## config.mk

```make
export PLATFORM = sky130hd
export DESIGN_NAME = irg_encoder
export DESIGN_NICKNAME = d
export VERILOG_FILES = /design/src/rtl/irg_pkg.sv /design/src/rtl/irg_encoder.sv
export SDC_FILE = /design/constraint.sdc
export NUM_CORES = 1
export LEC_CHECK = 0
export ABC_CLOCK_PERIOD_IN_PS = 4100
export BUFFER_PORTS_ARGS = -buffer_cell sky130_fd_sc_hd__buf_2
export CAP_MARGIN = 20
export CORE_UTILIZATION = 30
export DETAILED_ROUTE_END_ITERATION = 12
export PLACE_DENSITY = 0.44
export SLEW_MARGIN = 20
export SYNTH_ARGS = -nofsm -noshare
export SYNTH_HDL_FRONTEND = slang
export SYNTH_SLANG_ARGS = --single-unit
```

## constraint.sdc

```tcl
create_clock -name clock_i -period 4.1 [get_ports clock_i]
set_input_delay 0.205 -clock clock_i [delete_from_list [all_inputs] [get_ports clock_i]]
set_output_delay 0.205 -clock clock_i [all_outputs]
set_load 0.02 [all_outputs]
```

## src/rtl/irg_pkg.sv

```systemverilog
// Constants shared by the time code encoder: timing, register map, field layout.
// Assumes a 125 MHz system clock and an APB register bus with 32-bit data.
package irg_pkg;
  localparam int unsigned CLK_PERIOD_NS = 8;
  localparam int unsigned HALF_MS_NS    = 500000;
  localparam int unsigned HALF_MS_CYC   = HALF_MS_NS / CLK_PERIOD_NS;
  // Times below are counted in 1 ms ticks
  localparam int unsigned SYMBOL_MS     = 10;
  localparam int unsigned PPS_MS        = 200;
  localparam int unsigned EVENT_MS      = 2000;
  localparam int unsigned MARK_MS       = 8;
  localparam int unsigned ONE_MS        = 5;
  localparam int unsigned ZERO_MS       = 2;
  localparam int unsigned LOSS_MS       = 3;
  localparam int unsigned PPS_SYMBOLS   = PPS_MS / SYMBOL_MS;
  localparam logic [3:0]  DIGIT_MAX     = 4'h9;
  // Time limits in BCD
  localparam logic [7:0]  SEC_MAX       = 8'h59;
  localparam logic [7:0]  MIN_MAX       = 8'h59;
  localparam logic [7:0]  HOUR_MAX      = 8'h23;
  localparam logic [11:0] DAY_FIRST     = 12'h001;
  localparam logic [11:0] DAY_LAST      = 12'h365;
  localparam logic [11:0] DAY_LAST_LEAP = 12'h366;
  // Register byte offsets
  localparam logic [7:0]  CTRL_OFS      = 8'h00;
  localparam logic [7:0]  TSET_OFS      = 8'h04;
  localparam logic [7:0]  DSET_OFS      = 8'h08;
  localparam logic [7:0]  TNOW_OFS      = 8'h0C;
  localparam logic [7:0]  STAT_OFS      = 8'h10;
  localparam logic [7:0]  SCFG_OFS      = 8'h14;
  // Control fields
  localparam int unsigned CTRL_SEL_LSB  = 0;
  localparam int unsigned CTRL_INV_BIT  = 2;
  localparam int unsigned CTRL_FMT_LSB  = 3;
  localparam int unsigned CTRL_LEAP_BIT = 5;
  localparam int unsigned CTRL_MSK_LSB  = 8;
  localparam logic [31:0] CTRL_RESET    = 32'h0000_0F01;
  // Event period selections
  localparam logic [1:0]  EVT_SEC       = 2'h0;
  localparam logic [1:0]  EVT_MIN       = 2'h1;
  localparam logic [1:0]  EVT_HOUR      = 2'h2;
  // Serial message types
  localparam logic [1:0]  FMT_POS_FIX   = 2'h0;
  localparam logic [1:0]  FMT_GRID      = 2'h1;
  localparam logic [1:0]  FMT_COLON     = 2'h2;
  // Fixed serial setting of the position-fix sentence: baud, data, parity, stop
  localparam logic [31:0] SCFG_POS_FIX  = {8'h00, 2'h1, 2'h0, 4'h8, 16'h12C0};
  localparam logic [31:0] SCFG_RESET    = SCFG_POS_FIX;
  typedef enum logic [1:0] {SYM_ZERO, SYM_ONE, SYM_MARK} irg_sym_e;
endpackage

```

## src/rtl/irg_encoder.sv

```systemverilog
// Time code encoder: frame generator, second/event pulses and signal repeaters.
// Assumes one 125 MHz clock, APB master on the same clock, pins driven from outside.
//
// Local design decisions: register access over APB and the register addresses.
`timescale 1ns/1ps
// What this block does
// - Second pulse is high for 200 ms at the start of every second.
// - Each event pulse stays active for 2 seconds.
// - Event period selectable: one second, one minute or one hour.
// - One frame per second, frame start aligned with the second pulse.
// - Frame sent as dc level and as 1 kHz amplitude modulated form.
// - Each symbol is a reference mark, a one or a zero.
// - Each symbol lasts 10 ms, ten carrier cycles.
// - Frame holds 100 symbol positions 0 to 99, all transmitted.
// - Reference mark at position 0 and each position ending in nine.
// - BCD seconds, minutes, hours, day sent LSB first at fixed positions.
// - Day of year is 1 on January first and counts up daily.
// - Dc form rising edge marks the symbol's timing instant.
// - Pulse repeater keeps polarity and duration of input pulse.
// - Modulated path shows signal present and drives four outputs.
// - Serial input is copied unchanged onto four outputs.
// - Serial message type selectable: position fix, grid, colon string.
// - Four event outputs with selectable inversion.
// - Grid string made available one second before each minute.
// - Position-fix sentence uses 4800 baud, 8 data, no parity, 1 stop.
module irg_encoder #(
  parameter int unsigned HALF_MS_CYCLES = irg_pkg::HALF_MS_CYC
) (
  input  wire logic        clock_i,
  input  wire logic        rst_n_i,
  input  wire logic        psel_i,
  input  wire logic        penable_i,
  input  wire logic        pwrite_i,
  input  wire logic [7:0]  paddr_i,
  input  wire logic [31:0] pwdata_i,
  output logic [31:0]      prdata_o,
  output logic             pready_o,
  output logic             pslverr_o,
  input  wire logic        pulse_in_i,
  input  wire logic        mod_in_i,
  input  wire logic        serial_in_i,
  output logic             pps_o,
  output logic             dc_code_o,
  output logic             carrier_o,
  output logic             high_amp_o,
  output logic [3:0]       event_o,
  output logic [3:0]       pulse_o,
  output logic [3:0]       mod_o,
  output logic [3:0]       serial_o,
  output logic             signal_present_indicator_o,
  output logic [1:0]       serial_format_o,
  output logic             grid_msg_ready_o
);

  // BCD increment of a two-digit value, wrapping to zero after top
  function automatic logic [7:0] bcd_inc(input logic [7:0] v, input logic [7:0] top);
    logic [7:0] r;
    r = v + 8'h01;
    if (v == top)
      r = 8'h00;
    else if (v[3:0] == irg_pkg::DIGIT_MAX)
      r = {v[7:4] + 4'h1, 4'h0};
    return r;
  endfunction

  function automatic logic [11:0] day_inc(input logic [11:0] v, input logic [11:0] last);
    logic [11:0] r;
    r = v + 12'h001;
    if (v == last)
      r = irg_pkg::DAY_FIRST;
    else if (v[7:0] == {irg_pkg::DIGIT_MAX, irg_pkg::DIGIT_MAX})
      r = {v[11:8] + 4'h1, 8'h00};
    else if (v[3:0] == irg_pkg::DIGIT_MAX)
      r = {v[11:8], v[7:4] + 4'h1, 4'h0};
    return r;
  endfunction

  // ---------------- Register bus ----------------
  logic [31:0] ctrl_r;
  logic [23:0] tset_r;
  logic [11:0] dset_r;
  logic [31:0] scfg_r;
  logic        tload_r;
  logic        dload_r;
  logic        acc;
  logic        wr_en;
  logic        hit;
  logic [31:0] rd_nxt;
  logic        sec_start;
  logic [7:0]  sec_r;
  logic [7:0]  min_r;
  logic [7:0]  hour_r;
  logic [11:0] day_r;
  logic        present_r;
  logic [1:0]  fmt;
  logic [1:0]  evt_sel;
  logic        evt_inv;
  logic [3:0]  evt_msk;

  assign acc     = psel_i && penable_i && !pready_o;
  assign wr_en   = acc && pwrite_i;
  assign fmt     = ctrl_r[irg_pkg::CTRL_FMT_LSB +: 2];
  assign evt_sel = ctrl_r[irg_pkg::CTRL_SEL_LSB +: 2];
  assign evt_inv = ctrl_r[irg_pkg::CTRL_INV_BIT];
  assign evt_msk = ctrl_r[irg_pkg::CTRL_MSK_LSB +: 4];

  always_comb
  begin
    hit    = 1'b1;
    rd_nxt = 32'h0000_0000;
    case (paddr_i)
      irg_pkg::CTRL_OFS: rd_nxt = ctrl_r;
      irg_pkg::TSET_OFS: rd_nxt = {8'h00, tset_r};
      irg_pkg::DSET_OFS: rd_nxt = {20'h00000, dset_r};
      irg_pkg::TNOW_OFS: rd_nxt = {8'h00, hour_r, min_r, sec_r};
      irg_pkg::STAT_OFS: rd_nxt = {19'h00000, present_r, day_r};
      // Position-fix sentence forces its fixed line setting
      irg_pkg::SCFG_OFS: rd_nxt = (fmt == irg_pkg::FMT_POS_FIX) ? irg_pkg::SCFG_POS_FIX : scfg_r;
      default:           hit    = 1'b0;
    endcase
  end

  // One wait state: answer registered in the first access cycle
  always_ff @(posedge clock_i or negedge rst_n_i)
  begin
    if (!rst_n_i)
    begin
      pready_o  <= 1'b0;
      pslverr_o <= 1'b0;
      prdata_o  <= 32'h0000_0000;
    end
    else
    begin
      pready_o  <= acc;
      pslverr_o <= acc && !hit;
      if (acc && !pwrite_i)
        prdata_o <= rd_nxt;
    end
  end

  always_ff @(posedge clock_i or negedge rst_n_i)
  begin
    if (!rst_n_i)
    begin
      ctrl_r <= irg_pkg::CTRL_RESET;
      tset_r <= 24'h000000;
      dset_r <= irg_pkg::DAY_FIRST;
      scfg_r <= irg_pkg::SCFG_RESET;
    end
    else if (wr_en)
    begin
      case (paddr_i)
        irg_pkg::CTRL_OFS: ctrl_r <= pwdata_i;
        irg_pkg::TSET_OFS: tset_r <= pwdata_i[23:0];
        irg_pkg::DSET_OFS: dset_r <= pwdata_i[11:0];
        irg_pkg::SCFG_OFS: scfg_r <= pwdata_i;
        default:           ctrl_r <= ctrl_r;
      endcase
    end
  end

  // Pending loads apply at the next second; a write in the same cycle wins
  always_ff @(posedge clock_i or negedge rst_n_i)
  begin
    if (!rst_n_i)
    begin
      tload_r <= 1'b0;
      dload_r <= 1'b0;
    end
    else
    begin
      if (wr_en && paddr_i == irg_pkg::TSET_OFS)
        tload_r <= 1'b1;
      else if (sec_start)
        tload_r <= 1'b0;
      if (wr_en && paddr_i == irg_pkg::DSET_OFS)
        dload_r <= 1'b1;
      else if (sec_start)
        dload_r <= 1'b0;
    end
  end

  // ---------------- Timebase ----------------
  logic [16:0] half_cnt_r;
  logic        half_tick;
  logic        ms_half_r;
  logic        ms_tick;
  logic [3:0]  sym_ms_r;
  logic [3:0]  pos_u_r;
  logic [3:0]  pos_t_r;

  assign half_tick = (half_cnt_r == 17'(HALF_MS_CYCLES - 1));
  assign ms_tick   = half_tick && ms_half_r;
  assign sec_start = ms_tick && sym_ms_r == 4'(irg_pkg::SYMBOL_MS - 1)
                     && pos_u_r == irg_pkg::DIGIT_MAX && pos_t_r == irg_pkg::DIGIT_MAX;

  always_ff @(posedge clock_i or negedge rst_n_i)
  begin
    if (!rst_n_i)
    begin
      half_cnt_r <= 17'h00000;
      ms_half_r  <= 1'b0;
    end
    else
    begin
      half_cnt_r <= half_tick ? 17'h00000 : half_cnt_r + 17'h00001;
      if (half_tick)
        ms_half_r <= !ms_half_r;
    end
  end

  // Ten ms per symbol, positions 0..99 per second
  always_ff @(posedge clock_i or negedge rst_n_i)
  begin
    if (!rst_n_i)
    begin
      sym_ms_r <= 4'h0;
      pos_u_r  <= 4'h0;
      pos_t_r  <= 4'h0;
    end
    else if (ms_tick)
    begin
      if (sym_ms_r == 4'(irg_pkg::SYMBOL_MS - 1))
      begin
        sym_ms_r <= 4'h0;
        pos_u_r  <= (pos_u_r == irg_pkg::DIGIT_MAX) ? 4'h0 : pos_u_r + 4'h1;
        if (pos_u_r == irg_pkg::DIGIT_MAX)
          pos_t_r <= (pos_t_r == irg_pkg::DIGIT_MAX) ? 4'h0 : pos_t_r + 4'h1;
      end
      else
        sym_ms_r <= sym_ms_r + 4'h1;
    end
  end

  // ---------------- Time of day ----------------
  logic [7:0]  sec_nxt;
  logic [7:0]  min_nxt;
  logic [7:0]  hour_nxt;
  logic [11:0] day_nxt;

  always_comb
  begin
    sec_nxt  = bcd_inc(sec_r, irg_pkg::SEC_MAX);
    min_nxt  = min_r;
    hour_nxt = hour_r;
    day_nxt  = day_r;
    if (sec_r == irg_pkg::SEC_MAX)
    begin
      min_nxt = bcd_inc(min_r, irg_pkg::MIN_MAX);
      if (min_r == irg_pkg::MIN_MAX)
      begin
        hour_nxt = bcd_inc(hour_r, irg_pkg::HOUR_MAX);
        if (hour_r == irg_pkg::HOUR_MAX)
          day_nxt = day_inc(day_r, ctrl_r[irg_pkg::CTRL_LEAP_BIT] ?
                            irg_pkg::DAY_LAST_LEAP : irg_pkg::DAY_LAST);
      end
    end
    if (tload_r)
      {hour_nxt, min_nxt, sec_nxt} = tset_r;
    if (dload_r)
      day_nxt = dset_r;
  end

  always_ff @(posedge clock_i or negedge rst_n_i)
  begin
    if (!rst_n_i)
    begin
      sec_r  <= 8'h00;
      min_r  <= 8'h00;
      hour_r <= 8'h00;
      day_r  <= irg_pkg::DAY_FIRST;
    end
    else if (sec_start)
    begin
      sec_r  <= sec_nxt;
      min_r  <= min_nxt;
      hour_r <= hour_nxt;
      day_r  <= day_nxt;
    end
  end

  // ---------------- Symbol encoding ----------------
  logic [8:0]       grp_bits;
  irg_pkg::irg_sym_e sym;
  logic [3:0]       hi_ms;

  // Field bits of the current ten-position group, LSB first
  always_comb
  begin
    case (pos_t_r)
      4'h0:    grp_bits = {sec_r[6:4], 1'b0, sec_r[3:0], 1'b0};
      4'h1:    grp_bits = {1'b0, min_r[6:4], 1'b0, min_r[3:0]};
      4'h2:    grp_bits = {2'b00, hour_r[5:4], 1'b0, hour_r[3:0]};
      4'h3:    grp_bits = {day_r[7:4], 1'b0, day_r[3:0]};
      4'h4:    grp_bits = {7'h00, day_r[9:8]};
      default: grp_bits = 9'h000;
    endcase
    if (pos_u_r == irg_pkg::DIGIT_MAX || (pos_u_r == 4'h0 && pos_t_r == 4'h0))
      sym = irg_pkg::SYM_MARK;
    else if (grp_bits[pos_u_r])
      sym = irg_pkg::SYM_ONE;
    else
      sym = irg_pkg::SYM_ZERO;
    case (sym)
      irg_pkg::SYM_MARK: hi_ms = 4'(irg_pkg::MARK_MS);
      irg_pkg::SYM_ONE:  hi_ms = 4'(irg_pkg::ONE_MS);
      default:           hi_ms = 4'(irg_pkg::ZERO_MS);
    endcase
  end

  // Both forms share the symbol start; high part leads the symbol
  always_ff @(posedge clock_i or negedge rst_n_i)
  begin
    if (!rst_n_i)
    begin
      dc_code_o  <= 1'b0;
      high_amp_o <= 1'b0;
      carrier_o  <= 1'b0;
      pps_o      <= 1'b0;
    end
    else
    begin
      dc_code_o  <= sym_ms_r < hi_ms;
      high_amp_o <= sym_ms_r < hi_ms;
      carrier_o  <= ms_half_r;
      pps_o      <= pos_t_r < 4'(irg_pkg::PPS_SYMBOLS / 10) ;
    end
  end

  // ---------------- Event pulses ----------------
  logic [10:0] evt_cnt_r;
  logic        evt_fire;

  assign evt_fire = sec_start && (evt_sel == irg_pkg::EVT_SEC
                    || (evt_sel == irg_pkg::EVT_MIN && sec_nxt == 8'h00)
                    || (evt_sel == irg_pkg::EVT_HOUR && sec_nxt == 8'h00
                        && min_nxt == 8'h00));

  always_ff @(posedge clock_i or negedge rst_n_i)
  begin
    if (!rst_n_i)
      evt_cnt_r <= 11'h000;
    else if (evt_fire)
      evt_cnt_r <= 11'(irg_pkg::EVENT_MS);
    else if (ms_tick && evt_cnt_r != 11'h000)
      evt_cnt_r <= evt_cnt_r - 11'h001;
  end

  // ---------------- Repeaters ----------------
  logic [2:0] pulse_sync_r;
  logic [2:0] mod_sync_r;
  logic [1:0] ser_sync_r;
  logic [1:0] loss_cnt_r;
  logic       mod_edge;

  assign mod_edge = mod_sync_r[1] != mod_sync_r[2];

  always_ff @(posedge clock_i or negedge rst_n_i)
  begin
    if (!rst_n_i)
    begin
      pulse_sync_r <= 3'h0;
      mod_sync_r   <= 3'h0;
      ser_sync_r   <= 2'h3;
      loss_cnt_r   <= 2'h0;
      present_r    <= 1'b0;
    end
    else
    begin
      pulse_sync_r <= {pulse_sync_r[1:0], pulse_in_i};
      mod_sync_r   <= {mod_sync_r[1:0], mod_in_i};
      ser_sync_r   <= {ser_sync_r[0], serial_in_i};
      if (mod_edge)
        loss_cnt_r <= 2'(irg_pkg::LOSS_MS);
      else if (ms_tick && loss_cnt_r != 2'h0)
        loss_cnt_r <= loss_cnt_r - 2'h1;
      present_r <= loss_cnt_r != 2'h0;
    end
  end

  genvar gi;
  generate
    for (gi = 0; gi < 4; gi++)
    begin : g_out
      always_ff @(posedge clock_i or negedge rst_n_i)
      begin
        if (!rst_n_i)
        begin
          event_o[gi]  <= 1'b0;
          pulse_o[gi]  <= 1'b0;
          mod_o[gi]    <= 1'b0;
          serial_o[gi] <= 1'b1;
        end
        else
        begin
          event_o[gi]  <= (evt_msk[gi] && evt_cnt_r != 11'h000) ^ evt_inv;
          pulse_o[gi]  <= pulse_sync_r[2];
          mod_o[gi]    <= mod_sync_r[2];
          serial_o[gi] <= ser_sync_r[1];
        end
      end
    end
  endgenerate

  // Message type and minute-ahead availability of the grid string
  always_ff @(posedge clock_i or negedge rst_n_i)
  begin
    if (!rst_n_i)
    begin
      serial_format_o            <= irg_pkg::FMT_POS_FIX;
      grid_msg_ready_o           <= 1'b0;
      signal_present_indicator_o <= 1'b0;
    end
    else
    begin
      serial_format_o            <= fmt;
      grid_msg_ready_o           <= sec_start && fmt == irg_pkg::FMT_GRID
                                    && sec_nxt == irg_pkg::SEC_MAX;
      signal_present_indicator_o <= present_r;
    end
  end
endmodule

```

==> results by stage <==
STA:
- In this run the tightest slew margin relative to its limit is 0.475.
- The count of final hold-check violations is 0.
- Hold timing on the final database bottoms out at a slack of 0.0588 ns.
- The measured slew at the worst slew-check pin is 0.786 ns.
- The number of max-slew violations in the final report is 0.
- Setup repair after global routing left no endpoint under its margin.
- The post-route fraction of the period consumed by the critical path is 0.794.
- Setup violations remaining at the end of the flow were counted as 0.
- Across the routed clock network, the largest skew measured is 0.0142 ns.
- The achievable frequency is 307 MHz.
- Summed over all failing endpoints, the final setup total negative slack is 0 ns.
- The worst path needs 3.26 ns of the cycle, external delays included.

Drt:
- For this block, wires on met1 add up to 16600 µm.
- The number of DRC markers in iteration 0 is 565.
- The pre-antenna-repair detailed-routing pass consisted of 5 iterations.
- The detailed-route via count is 9239.
- After detailed routing, the average wire length per cell comes to 19.3 µm.
- Routed signal wires occupy layers up through met4.
- The met2 wirelength from detailed routing is 15700 µm.
- Wire segments on met3 add up to 1440 µm in the final route.
- The overall routed net length is 34700 µm.
- In this run the remaining antenna-violating nets after routing total 0.
- Using the TritonRoute via totals, the vias-per-cell ratio works out to 5.13.
- For this run, design rule violations remaining after detail routing come to 0.

Place:
- Routability-driven placement finished with a final weighted congestion of 0.857.
- After detailed placement, the total cell area comes to 13000 µm².
- In this run the tool buffered the top-level ports with 105 buffer cells.
- The half-perimeter wire length after placement is 24000 µm.

Floorplan:
- The die covers 40800 µm².
- 106 I/O pins were placed.
- Row generation in the floorplan step produced 72 rows.
- In this run the vertical extent of the chip is 202 µm.
- The initial utilization of the core area, before any placement, comes to 0.307.
- The die is 202 µm wide.
- The core area is 39000 µm².

CTS:
- Once the clock tree was built, the resizer swapped 0 gates to a different size.
- The CTS tree is built.
- The total of hold buffers inserted after clock tree synthesis is 39.
- Counting every sink on the clock net gives 238.
- Post-CTS timing repair inserted 0 buffers for setup.
- No sink is reached through more buffers than the 3 on the longest clock path.
- After clock tree synthesis, the clock-pin slew on the worst setup and hold paths is 0.06 ns.
- The insertion delay of the later-clocked pin in the worst-skew pair is 0.56 ns.
- The cell chosen for the clock root is clkbuf_16.
- The level count of the clock H-tree is 1.
- Buffers inserted during clock tree synthesis total 29.

Run status:
- The run finished with clean final reports.

Hold path:
- The tightest min-delay check is of the input port to flip-flop type.
- The worst hold endpoint is pready_o.
- The worst hold path depth is 4.
- The startpoint identified for the worst hold timing path is penable_i.

Worst setup path:
- The beginning of the critical path is sec_r[0].
- The worst setup path is launched from a flip-flop.
- The endpoint type of the worst setup path is a flip-flop.
- Traced cell by cell, the critical path runs through ha_1 -> nand3b_1 -> a2111oi_4 -> o31ai_1 -> or4_1 -> or3_1 -> o311a_1 -> and2_4.
- The worst register-to-register path has a depth of 8.
- The slack of the worst reg-to-reg path is 0.84 ns.
- In this run the critical register-to-register path is captured at evt_cnt_r[3].
- In this design, the stage delay of the slowest critical-path cell is 0.53 ns.
- At the worst endpoint, the required time is 4.55 ns.
- The cell type of the slowest stage on the worst timing path is o311a_1.
- The worst register-to-register path begins at sec_r[0].
- The largest fanout of any net on the critical path is 11.
- At the worst endpoint, the arrival time is 3.71 ns.
- The start-to-end type of the worst setup path is flip-flop to flip-flop.

Synthesis:
- Yosys attributes the largest share of cell area to dfrtp_1, mux2_2, dfstp_2.
- The average instance area after synthesis is 10.5 µm².
- Counting flops and latches in the post-synthesis netlist gives 238.
- dfrtp_1 takes more of the synthesized area than any other cell.
- The post-synthesis cell type count is 73.
- The Yosys warning count is 0.
- Counting flops with an async set or reset pin after synthesis yields a share of 1.00.
- In the synthesized netlist the dominant register cell turns out to be dfrtp_1.
- For this run, the register share of the synthesized area comes to 0.498.
- The gate count of the mapped netlist is 1141.
- The post-synth design cell area is 12000 µm².
- The number of flops mapped to enable cells by yosys is 0.
- The fraction of synthesized cell area taken by the top area cell type is 0.463.
- The synthesized netlist net count is 1213.

Power and ir drop:
- The power density over the cells is 374 nW/µm².
- For this design the static power due to leakage is 6.37 nW.
- The worst-case IR drop observed on VDD is 0.350 mV.

Global routing:
- The number of global-route vias before repair is 9379.
- In the global route stage, overall resource usage came out at 0.173.
- The maximum number of pins on one net before global-route repair is 124.
- For this run the aggregate overflow at the end of global routing stands at 0.
- The first global-routing pass estimated 55500 µm of wire.
- The number of antenna violations at the first check in global routing is 2.

Layout:
- The library cell used most frequently in the layout, excluding fill and tap cells, is dfrtp_1.
- At the end of the flow the core is filled with cells to 0.369.
- The final-stage net count is 1331.
- Leaving out fill and tap cells, the most frequent cells in the layout are dfrtp_1, nand2_1, mux2_2, buf_2, nor2_1.
- The area growth from synthesis to layout is 19.9%.
- The share of cells above drive strength 1 is 0.246.
- With fillers left out, the area of the finished cells amounts to 14400 µm².

Run:
- The tool flagged a number of max-cap violations equal to 0.
==> power breakdown <==
group	internal [mW]	switching, mW
clock	1.51	1.01
sequential	2.43	0.0481
combinational	0.142	0.234
total	4.08	1.29
==> logic make-up after synthesis <==
group | after synthesis | share of synthesized area
AO/OA/AOI/OAI | 243 | 0.136
adder cells (fa/ha/maj) | 24 | 0.0250
buffers and inverters | 109 | 0.0394
flip-flops | 238 | 0.498
AND/OR/NAND/NOR | 365 | 0.155
XOR/XNOR | 40 | 0.0292
multiplexers | 122 | 0.117
==> area by class of cell <==
type / count / area, µm²
fill: 3943 / 24600
sequential: 238 / 5980
multi-input combinational: 794 / 5570
timing repair buffer: 170 / 1150
clock buffer: 48 / 877
tap: 518 / 648
inverter: 26 / 97.6
clock inverter: 5 / 53.8
antenna: 1 / 2.50
==> metrics by stage <==
| step | worst slack, ns | std cells | total power, mW |
|---|---|---|---|
| after global routing | 0.580 | 1799 | 5.62 |
| after CTS | 0.840 | 1797 | 5.47 |
| final | 0.844 | 1800 | 5.37 |
| after floorplan | 1.25 | 1141 | 2.69 |
| after detailed placement | 0.850 | 1705 | 2.87 |
| after global placement | 0.939 | 1705 | 2.87 |
==> how the worst max path moves through the flow <==
stage               cells after the start      endpoint  slack (ns)
CTS                                     8  evt_cnt_r[3]        0.84
global route                           10  evt_cnt_r[5]        0.58
finish                                  8  evt_cnt_r[3]        0.84
floorplan                              11  evt_cnt_r[3]        1.25
detailed placement                      8  evt_cnt_r[3]        0.85
global placement                        8  evt_cnt_r[0]        0.94
==> flip-flops by register name, indices dropped and copies added, names as in the netlist, 2 cells and up <==
register and count:
pos_t_r 4, ser_sync_r 2, sec_r 8, tset_r 24
hour_r 8, loss_cnt_r 2, day_r 12, evt_cnt_r 11
event_o 4, scfg_r 32, pulse_sync_r 3, sym_ms_r 4
pos_u_r 4, mod_sync_r 3, half_cnt_r 17, dset_r 12
ctrl_r 32, min_r 8, serial_format_o 2, prdata_o 32
==> metal layers <==
layer / global-route usage / vias to the layer above
li1: - / 4391
met4: 0.0517 / 0
met3: 0.0289 / 46
met2: 0.267 / 177
met1: 0.247 / 4625
met5: 0 / -
==> worst max-delay path, delay by kind of cell (launching register included) <==
| family | cells | cell delay [ns] |
|---|---|---|
| adders and majority gates | 1 | 0.33 |
| and+or+nand+nor | 4 | 1.31 |
| AOI/OAI and AO/OA | 3 | 0.99 |
| DFF | 1 | 0.50 |
==> synth_stat cells (5+ instances only) <==
| master | count |
|---|---|
| clkbuf_1 | 50 |
| a31oi_1 | 15 |
| nand2b_1 | 5 |
| ha_1 | 24 |
| buf_2 | 13 |
| nor4_1 | 15 |
| nand3b_1 | 6 |
| nor2_1 | 91 |
| and3b_1 | 8 |
| xnor2_1 | 29 |
| and2_1 | 5 |
| o21ai_0 | 66 |
| or2_2 | 5 |
| nand2_1 | 111 |
| buf_4 | 10 |
| and3_1 | 8 |
| nor2b_1 | 14 |
| o31ai_1 | 6 |
| or3_1 | 6 |
| a221oi_1 | 13 |
| dfstp_2 | 16 |
| a21oi_1 | 49 |
| buf_1 | 7 |
| nor4b_1 | 6 |
| dfrtp_1 | 222 |
| o211ai_1 | 6 |
| mux2_2 | 106 |
| nand3_1 | 26 |
| nor3b_1 | 6 |
| xor2_1 | 11 |
| nor3_1 | 17 |
| a22oi_1 | 33 |
| a222oi_1 | 11 |
| inv_1 | 26 |
| or4_1 | 5 |
| nand4_1 | 10 |
| mux2i_1 | 12 |
No activity file was read; power rests on OpenSTA's default activity.
